--- src/hw/svc_pkg.sv ---
// Package with offsets, field positions and reset values of the configuration slice.
package svc_pkg;
  // ****************************************************************
  // Bus geometry
  // ****************************************************************
  localparam int unsigned ADDR_W = 8;
  localparam int unsigned DATA_W = 16;
  localparam int unsigned NUM_REGS = 8;

  // ****************************************************************
  // Register offsets
  // ****************************************************************
  localparam logic [7:0] FIXED_PATTERN_13_OFS = 8'h0d;
  localparam logic [7:0] PUMP_GAIN_CONTROL_OFS = 8'h0e;
  localparam logic [7:0] FIXED_PATTERN_15_OFS = 8'h0f;
  localparam logic [7:0] OSC_CURRENT_OVERRIDE_OFS = 8'h10;
  localparam logic [7:0] OSC_CURRENT_CAL_START_OFS = 8'h11;
  localparam logic [7:0] FIXED_PATTERN_18_OFS = 8'h12;
  localparam logic [7:0] OSC_BAND_OVERRIDE_OFS = 8'h13;
  localparam logic [7:0] CORE_SELECT_CONTROL_OFS = 8'h14;
  // Lowest offset of the slice; register index is offset minus this base.
  localparam logic [7:0] SLICE_BASE_OFS = FIXED_PATTERN_13_OFS;

  // Array indices of the registers that carry fields.
  localparam int unsigned IDX_PUMP = 1;
  localparam int unsigned IDX_BIAS = 3;
  localparam int unsigned IDX_START = 4;
  localparam int unsigned IDX_BAND = 6;
  localparam int unsigned IDX_CORE = 7;

  // ****************************************************************
  // Reset values
  // ****************************************************************
  localparam logic [15:0] FIXED_PATTERN_13_RST = 16'h4000;
  localparam logic [15:0] PUMP_GAIN_CONTROL_RST = 16'h1840;
  localparam logic [15:0] FIXED_PATTERN_15_RST = 16'h060e;
  localparam logic [15:0] OSC_CURRENT_OVERRIDE_RST = 16'h0080;
  localparam logic [15:0] OSC_CURRENT_CAL_START_RST = 16'h0096;
  localparam logic [15:0] FIXED_PATTERN_18_RST = 16'h0064;
  localparam logic [15:0] OSC_BAND_OVERRIDE_RST = 16'h27b7;
  localparam logic [15:0] CORE_SELECT_CONTROL_RST = 16'h3048;
  localparam logic [NUM_REGS*16-1:0] RESET_TABLE = {
    CORE_SELECT_CONTROL_RST, OSC_BAND_OVERRIDE_RST, FIXED_PATTERN_18_RST,
    OSC_CURRENT_CAL_START_RST, OSC_CURRENT_OVERRIDE_RST, FIXED_PATTERN_15_RST,
    PUMP_GAIN_CONTROL_RST, FIXED_PATTERN_13_RST};

  // ****************************************************************
  // Field positions
  // ****************************************************************
  localparam int unsigned PUMP_GAIN_LSB = 3;
  localparam int unsigned PUMP_GAIN_W = 4;
  localparam int unsigned BIAS_W = 9;
  localparam int unsigned BAND_W = 8;
  localparam int unsigned CORE_SEL_LSB = 11;
  localparam int unsigned CORE_SEL_W = 3;
  localparam int unsigned CORE_OVR_BIT = 10;

  // ****************************************************************
  // Field code limits
  // ****************************************************************
  localparam logic [3:0] PUMP_GAIN_TRISTATE = 4'h0;
  localparam logic [7:0] BAND_CODE_MAX = 8'hb7;
  localparam logic [2:0] CORE_CODE_MIN = 3'h1;
  localparam logic [2:0] CORE_CODE_MAX = 3'h6;
endpackage

--- src/hw/svc_ovr_if.sv ---
// Interface joining the register bank to its override selector.
`timescale 1ns/1ps
`default_nettype none
interface svc_ovr_if;
  logic [8:0] bias_cal;
  logic [8:0] bias_man;
  logic bias_force;
  logic [8:0] bias_sel;
  logic [7:0] band_cal;
  logic [7:0] band_man;
  logic band_force;
  logic [7:0] band_sel;
  logic [2:0] core_cal;
  logic [2:0] core_man;
  logic core_force;
  logic [2:0] core_sel;

  // The bank supplies both candidates and the enables.
  modport bank (
    output bias_cal, bias_man, bias_force, band_cal, band_man, band_force,
    output core_cal, core_man, core_force,
    input bias_sel, band_sel, core_sel
  );
  // The selector returns the chosen values.
  modport sel (
    input bias_cal, bias_man, bias_force, band_cal, band_man, band_force,
    input core_cal, core_man, core_force,
    output bias_sel, band_sel, core_sel
  );
endinterface
`default_nettype wire

--- src/hw/svc_override_mux.sv ---
// Selector between calibration results and programmed override values.
`timescale 1ns/1ps
`default_nettype none
module svc_override_mux (
  // Candidates in, chosen values out
  svc_ovr_if.sel ovr
);
  // ****************************************************************
  // Selection
  // ****************************************************************
  // Clear enable keeps the calibration result, set enable takes the register value (for the core only a code from 1 to 6).
  always_comb begin
    ovr.bias_sel = ovr.bias_force ? ovr.bias_man : ovr.bias_cal;
    ovr.band_sel = ovr.band_force ? ovr.band_man : ovr.band_cal;
    // An unused core code would name no core, so it falls back to calibration.
    if (ovr.core_force && ovr.core_man >= svc_pkg::CORE_CODE_MIN &&
        ovr.core_man <= svc_pkg::CORE_CODE_MAX) begin
      ovr.core_sel = ovr.core_man;
    end else begin
      ovr.core_sel = ovr.core_cal;
    end
  end
endmodule
`default_nettype wire

--- src/hw/svc_config_regs.sv ---
// Top of the synthesizer configuration slice, offsets 0x0d to 0x14.
// Soft reset reloads all eight registers, not only the three fixed-pattern ones,
// so a host that relies on defaults after a reset finds every field at its reset value.
// The bias and band override enables and the soft reset pulse come from registers outside this slice
// on the same clock, so they are used without synchronisers.
//
// Our own choice: the address-and-strobe port.
`timescale 1ns/1ps
`default_nettype none
module svc_config_regs (
  // Clock, reset and enable
  input wire logic clock_in,
  input wire logic sys_rst_in,
  input wire logic clk_en_in,
  // Register port
  input wire logic [7:0] addr_in,
  input wire logic [15:0] wr_data_in,
  input wire logic wr_en_in,
  input wire logic rd_en_in,
  output logic [15:0] rd_data_out,
  // Bits held outside this slice
  input wire logic soft_reset_in,
  input wire logic osc_bias_override_enable_in,
  input wire logic osc_band_override_enable_in,
  // Calibration results
  input wire logic [8:0] cal_bias_in,
  input wire logic [7:0] cal_band_in,
  input wire logic [2:0] cal_core_in,
  // Settings applied to the analog core
  output logic [3:0] pump_gain_code_out,
  output logic pump_tristate_out,
  output logic [8:0] osc_bias_cal_start_out,
  output logic [8:0] osc_bias_applied_out,
  output logic [7:0] osc_band_applied_out,
  output logic [2:0] core_applied_out
);
  // ****************************************************************
  // Address decode
  // ****************************************************************
  // Offset relative to the slice, hit flag and array index of the current request.
  logic [7:0] rel_addr;
  logic hit;
  logic [2:0] idx;

  // One subtraction yields both the range test and the array index.
  // Offsets below the base wrap high and fall outside the slice.
  always_comb begin
    rel_addr = addr_in - svc_pkg::SLICE_BASE_OFS;
    hit = (rel_addr < 8'(svc_pkg::NUM_REGS));
    idx = rel_addr[2:0];
  end

  // ****************************************************************
  // Register array
  // ****************************************************************
  // One entry per offset, index 0 at the lowest offset.
  logic [15:0] regs_q [svc_pkg::NUM_REGS];
  logic [15:0] regs_d [svc_pkg::NUM_REGS];

  // Per entry: a write wins over a coincident soft reset, so no host data is lost.
  genvar gi;
  generate
    for (gi = 0; gi < svc_pkg::NUM_REGS; gi++) begin : g_reg
      always_comb begin
        regs_d[gi] = regs_q[gi];
        if (clk_en_in && wr_en_in && hit && idx == 3'(gi)) begin
          regs_d[gi] = wr_data_in;
        end else if (clk_en_in && soft_reset_in) begin
          regs_d[gi] = svc_pkg::RESET_TABLE[gi*16 +: 16];
        end
      end
    end
  endgenerate

  // The reset table holds the eight reset words with the lowest offset in the low bits.
  // Reserved patterns are stored as written; nothing masks them.
  always_ff @(posedge clock_in or posedge sys_rst_in) begin
    if (sys_rst_in) begin
      for (int i = 0; i < svc_pkg::NUM_REGS; i++) begin
        regs_q[i] <= svc_pkg::RESET_TABLE[i*16 +: 16];
      end
    end else begin
      for (int i = 0; i < svc_pkg::NUM_REGS; i++) begin
        regs_q[i] <= regs_d[i];
      end
    end
  end

  // ****************************************************************
  // Readback
  // ****************************************************************
  // Next and registered read data.
  logic [15:0] rd_data_d;
  logic [15:0] rd_data_q;

  // While the enable is low the answer is held, so a stalled host still finds it.
  // Data stands only in the cycle after the strobe; unmapped offsets read zero.
  always_comb begin
    rd_data_d = 16'h0000;
    if (!clk_en_in) begin
      rd_data_d = rd_data_q;
    end else if (rd_en_in && hit) begin
      rd_data_d = regs_q[idx];
    end
  end

  // Read data register; reset clears it so the port idles at zero.
  always_ff @(posedge clock_in or posedge sys_rst_in) begin
    if (sys_rst_in) begin
      rd_data_q <= 16'h0000;
    end else begin
      rd_data_q <= rd_data_d;
    end
  end

  assign rd_data_out = rd_data_q;

  // ****************************************************************
  // Override selection
  // ****************************************************************
  svc_ovr_if ovr ();

  // Override bits from the other register group and from register 20 steer the mux.
  always_comb begin
    ovr.bias_cal = cal_bias_in;
    ovr.bias_man = regs_q[svc_pkg::IDX_BIAS][svc_pkg::BIAS_W-1:0];
    ovr.bias_force = osc_bias_override_enable_in;
    ovr.band_cal = cal_band_in;
    ovr.band_man = regs_q[svc_pkg::IDX_BAND][svc_pkg::BAND_W-1:0];
    ovr.band_force = osc_band_override_enable_in;
    ovr.core_cal = cal_core_in;
    ovr.core_man = regs_q[svc_pkg::IDX_CORE][svc_pkg::CORE_SEL_LSB +: svc_pkg::CORE_SEL_W];
    ovr.core_force = regs_q[svc_pkg::IDX_CORE][svc_pkg::CORE_OVR_BIT];
  end

  // The selector is purely combinational; its results are registered below.
  svc_override_mux u_mux (
    .ovr(ovr.sel)
  );

  // ****************************************************************
  // Applied settings
  // ****************************************************************
  // Next and registered copies of each setting driven toward the analog core.
  logic [3:0] gain_d;
  logic [3:0] gain_q;
  logic tri_d;
  logic tri_q;
  logic [8:0] start_d;
  logic [8:0] start_q;
  logic [8:0] bias_d;
  logic [8:0] bias_q;
  logic [7:0] band_d;
  logic [7:0] band_q;
  logic [2:0] core_d;
  logic [2:0] core_q;

  // Outputs are registered so the analog side sees glitch-free codes, one cycle late.
  always_comb begin
    gain_d = gain_q;
    tri_d = tri_q;
    start_d = start_q;
    bias_d = bias_q;
    band_d = band_q;
    core_d = core_q;
    // Every setting holds its value while the enable is low.
    if (clk_en_in) begin
      gain_d = regs_q[svc_pkg::IDX_PUMP][svc_pkg::PUMP_GAIN_LSB +: svc_pkg::PUMP_GAIN_W];
      tri_d = (gain_d == svc_pkg::PUMP_GAIN_TRISTATE);
      start_d = regs_q[svc_pkg::IDX_START][svc_pkg::BIAS_W-1:0];
      bias_d = ovr.bias_sel;
      // Codes above the top band are out of range; clamp rather than pass them on.
      band_d = (ovr.band_sel > svc_pkg::BAND_CODE_MAX) ? svc_pkg::BAND_CODE_MAX
                                                      : ovr.band_sel;
      core_d = ovr.core_sel;
    end
  end

  // Gain and start follow their registers from reset; the selected values start at zero.
  always_ff @(posedge clock_in or posedge sys_rst_in) begin
    if (sys_rst_in) begin
      gain_q <= svc_pkg::PUMP_GAIN_CONTROL_RST[svc_pkg::PUMP_GAIN_LSB +: svc_pkg::PUMP_GAIN_W];
      tri_q <= 1'b0;
      start_q <= svc_pkg::OSC_CURRENT_CAL_START_RST[svc_pkg::BIAS_W-1:0];
      bias_q <= 9'h000;
      band_q <= 8'h00;
      core_q <= 3'h0;
    end else begin
      gain_q <= gain_d;
      tri_q <= tri_d;
      start_q <= start_d;
      bias_q <= bias_d;
      band_q <= band_d;
      core_q <= core_d;
    end
  end

  // The ports come straight from the flops.
  assign pump_gain_code_out = gain_q;
  assign pump_tristate_out = tri_q;
  assign osc_bias_cal_start_out = start_q;
  assign osc_bias_applied_out = bias_q;
  assign osc_band_applied_out = band_q;
  assign core_applied_out = core_q;
endmodule
`default_nettype wire

--- config.mk ---
export PLATFORM = sky130hd
export DESIGN_NAME = svc_config_regs
export DESIGN_NICKNAME = d
export VERILOG_FILES = /design/src/hw/svc_pkg.sv /design/src/hw/svc_ovr_if.sv /design/src/hw/svc_override_mux.sv /design/src/hw/svc_config_regs.sv
export SDC_FILE = /design/constraint.sdc
export NUM_CORES = 1
export LEC_CHECK = 0
export ABC_AREA = 1
export BUFFER_PORTS_ARGS = -buffer_cell sky130_fd_sc_hd__buf_2
export CORE_MARGIN = 8
export CORE_UTILIZATION = 59
export DETAILED_ROUTE_END_ITERATION = 7
export PLACE_DENSITY = 0.8
export SETUP_SLACK_MARGIN = 0.2
export SYNTH_ARGS = -nofsm -noshare
export SYNTH_HDL_FRONTEND = slang
export SYNTH_SLANG_ARGS = --single-unit
export TNS_END_PERCENT = 5
--- constraint.sdc ---
create_clock -name clock_in -period 9.7 [get_ports clock_in]
set_input_delay 2.91 -clock clock_in [delete_from_list [all_inputs] [get_ports clock_in]]
set_output_delay 2.91 -clock clock_in [all_outputs]
set_load 0.005 [all_outputs]
==> results.ini <==
[grt]
grt_pass1_vias = 7927
grtUsageTotal_pct = 29.58
grt_max_degree = 101
antenna_found_initial = 0
grt_pass1_wl_microns = 45310
grt-ovfl-total = 0

[outcome]
outcome = finished with violations
violations = design-rule violations

[die]
initial_utilization_pct = 60.08
die_h_microns = 140.0
core_area_sq_um = 15090
rows = 45
num_io_pins = 102
die_x_microns = 140.0
die_area_sq_um = 19590

[power_and_ir_drop]
leakagePower_nw = 5.357
ir_drop_uv = 93.26
powerDensity_nw_per_um2 = 171.4

[place]
hpwl_microns = 18470
gp_congestion = 0.9924
portBuffers = 101

[worst_setup_path]
path_cells = buf_2 -> buf_4 -> clkinv_1 -> ha_1 -> xnor2_4 -> buf_4 -> inv_2 -> nor2_2 -> nand4_2 -> nand2_1 -> nand2_1 -> nand2_1
critical_path.top_delay_family = simple AND/OR/NAND/NOR gates
crit_path_top_delay_cell = nor2_2
cp-end-kind = register
cp_max_fo = 67
worstPathArrival_ns = 6.45
crit_buf_inv = 5
start_kind = primary input
critPathMaxStageDelay_ns = 0.61
cp_common_cell = nand2_1
required_ns = 10.07
crit_type = in -> reg

[layout]
postLayoutCoreUtil_pct = 67.28
final_nets = 1272
multi_input_area_sq_um = 4048
syn2layout_area_growth_pct = 11.98
fill_cells = 1308
n_antenna_cell = 0
ff_latch_area_sq_um = 4499
drive_gt1_share_pct = 16.37

[clock_tree]
cts_resized = 0
cts_sinks = 178
cts_hold_buffers = 0
cts_root_buf = clkbuf_16
post_cts_buffers = 0
numCtsBuffers = 17
h-tree-depth = 4
cts_tree = yes
clk_pin_slew_ns = 0.06
clockBufferDepth = 2
worstSkewPairLatency_ns = 0.44

[yosys]
yosysSeqAreaShare_pct = 49.63
ys_top_cells_by_area = dfrtp_1, nand3_1, nand2_1
netlist_area_sq_um = 9066
ys_warn_count = 0
yosysUniqueCellTypes = 32
synth_common_cells = nand2_1, nand3_1, nor2_1
syn_nets = 1229
syn_inst = 1172
avgSynthCellArea_sq_um = 7.736
async_reset_ff_share_pct = 100.0
synth_edf_count = 0
ys_seq_elements = 178
synthFlopType = dfrtp_1
yosysMostFrequentCell = nand2_1
synth_top_area_cell = dfrtp_1
post-synth-top-area-fraction_pct = 39.19

[detailed_routing]
vias = 8675
drt-initial-drc-count = 1322
antenna_left = 0
dr.pass1.iters = 8
drt_wl_total_microns = 28750
via_per_inst = 6.126
drc = 14
wl_per_cell_microns = 20.31

[timing]
rsz0062_at_grt = false
max_slew_margin_pct = 24.80
hold_violations = 0
slew_viol_final = 0
fmax_mhz = 164.7
setup-violations-final = 0
fin_crit_sh_pct = 62.59
finalSetupTns_ns = 0
period_needed_ns = 6.071
finalClockSkew_ns = 0.007653
tightest_slew_ns = 1.126

[min_path]
min_path_type = reg -> reg

[job]
cap_violations = 0

## per-layer routing
layer	vias to the layer above	global-route usage, %	routed length, microns
met5	-	0	0
met4	0	12.23	1000
met3	75	8.767	3052
met2	495	42.24	12470
met1	4128	41.22	12230
li1	3977	-	-
## area by class of cell
| class | count | share of cell area (%) |
|---|---|---|
| Sequential cell | 178 | 44.32 |
| Multi-Input combinational cell | 862 | 39.87 |
| Timing Repair Buffer | 110 | 5.768 |
| Clock buffer | 24 | 4.745 |
| Tap cell | 188 | 2.317 |
| Inverter | 46 | 1.750 |
| Clock inverter | 8 | 1.232 |
## sequential cells by signal, indices dropped and copies added, names as in the netlist, 3 cells and up
register                flops
rd_data_out                16
osc_bias_applied_out        9
osc_bias_cal_start_out      9
ovr.band_man                8
ovr.bias_man                9
ovr.core_man                3
osc_band_applied_out        8
regs_q                    107
core_applied_out            3
pump_gain_code_out          4
## worst min-delay path, cell delays in order, from the launching register on
cell,delay (ns)
dfstp_2,0.37
nand2_1,0.05
nand2_1,0.04
## power by group
| part | internal (W) | switching, W | total, W |
|---|---|---|---|
| combinational | 0.0000617 | 0.000151 | 0.000212 |
| sequential | 0.000785 | 0.0000213 | 0.000807 |
| clock | 0.000427 | 0.000294 | 0.000721 |
| total | 0.00127 | 0.000466 | 0.00174 |
## metrics by stage
stage	instance area [sq um]	cells	worst slack [ns]	hold slack, ns	power, W
6_report	10150	1416	3.629	0.4612	0.001740
5_1_grt	10150	1416	3.377	0.4715	0.001796
4_1_cts	10150	1416	3.740	0.4626	0.001738
3_5_place_dp	9545	1384	3.305	0.4532	0.001027
3_3_place_gp	9545	1384	3.374	0.4482	0.001025
2_1_floorplan	9066	1172	2.019	0.4528	0.0009437
## final timing paths
check                                                 startpoint                                    end  slack, ns  depth (start not counted)
hold reg to reg            osc_bias_cal_start_out[2]$_DFFE_PP1P_  osc_bias_cal_start_out[2]$_DFFE_PP1P_       0.46                          2
setup reg to reg                          regs_q[38]$_DFFE_PP1P_             rd_data_out[6]$_DFFE_PP0P_       8.28                          6
hold / removal             osc_bias_cal_start_out[2]$_DFFE_PP1P_  osc_bias_cal_start_out[2]$_DFFE_PP1P_       0.46                          2
min in group asynchronous                             sys_rst_in    osc_bias_applied_out[4]$_DFFE_PP0P_       2.68                          2
max in group asynchronous                             sys_rst_in             rd_data_out[1]$_DFFE_PP0P_       5.45                          3
setup / recovery                                      addr_in[0]                  regs_q[3]$_DFFE_PP1P_       3.63                         12
## cells in the final DEF (no fill, tap or decap), drive strengths merged
| cell type | synthesis | layout |
|---|---|---|
| buf | 28 | 110 |
| dfstp | 36 | 36 |
| bufinv | 0 | 3 |
| a211oi | 3 | 3 |
| nor2 | 154 | 154 |
| nand3 | 262 | 262 |
| nor3 | 1 | 1 |
| inv | 45 | 45 |
| o21ai | 90 | 90 |
| xnor2 | 1 | 1 |
| clkbuf | 58 | 24 |
| nand4 | 9 | 9 |
| a21oi | 22 | 22 |
| nand2 | 276 | 276 |
| dfrtp | 142 | 142 |
| a31oi | 18 | 18 |
| clkinv | 1 | 5 |
| nand3b | 15 | 15 |
| clkinvlp | 0 | 1 |
| o31ai | 1 | 1 |
| o211ai | 4 | 4 |
| ha | 5 | 5 |
| mux2i | 1 | 1 |
## logic make-up after synthesis
group	count (synthesis)	synth area share, %
muxes	1	0.1104
adders and majority gates	5	0.6900
DFF	178	49.63
AOI/OAI and AO/OA	138	8.211
xor gates and xnor gates	1	0.3037
buffers and inverters	132	5.893
and+or+nand+nor	717	35.16
No activity file was read; power rests on OpenSTA's default activity.
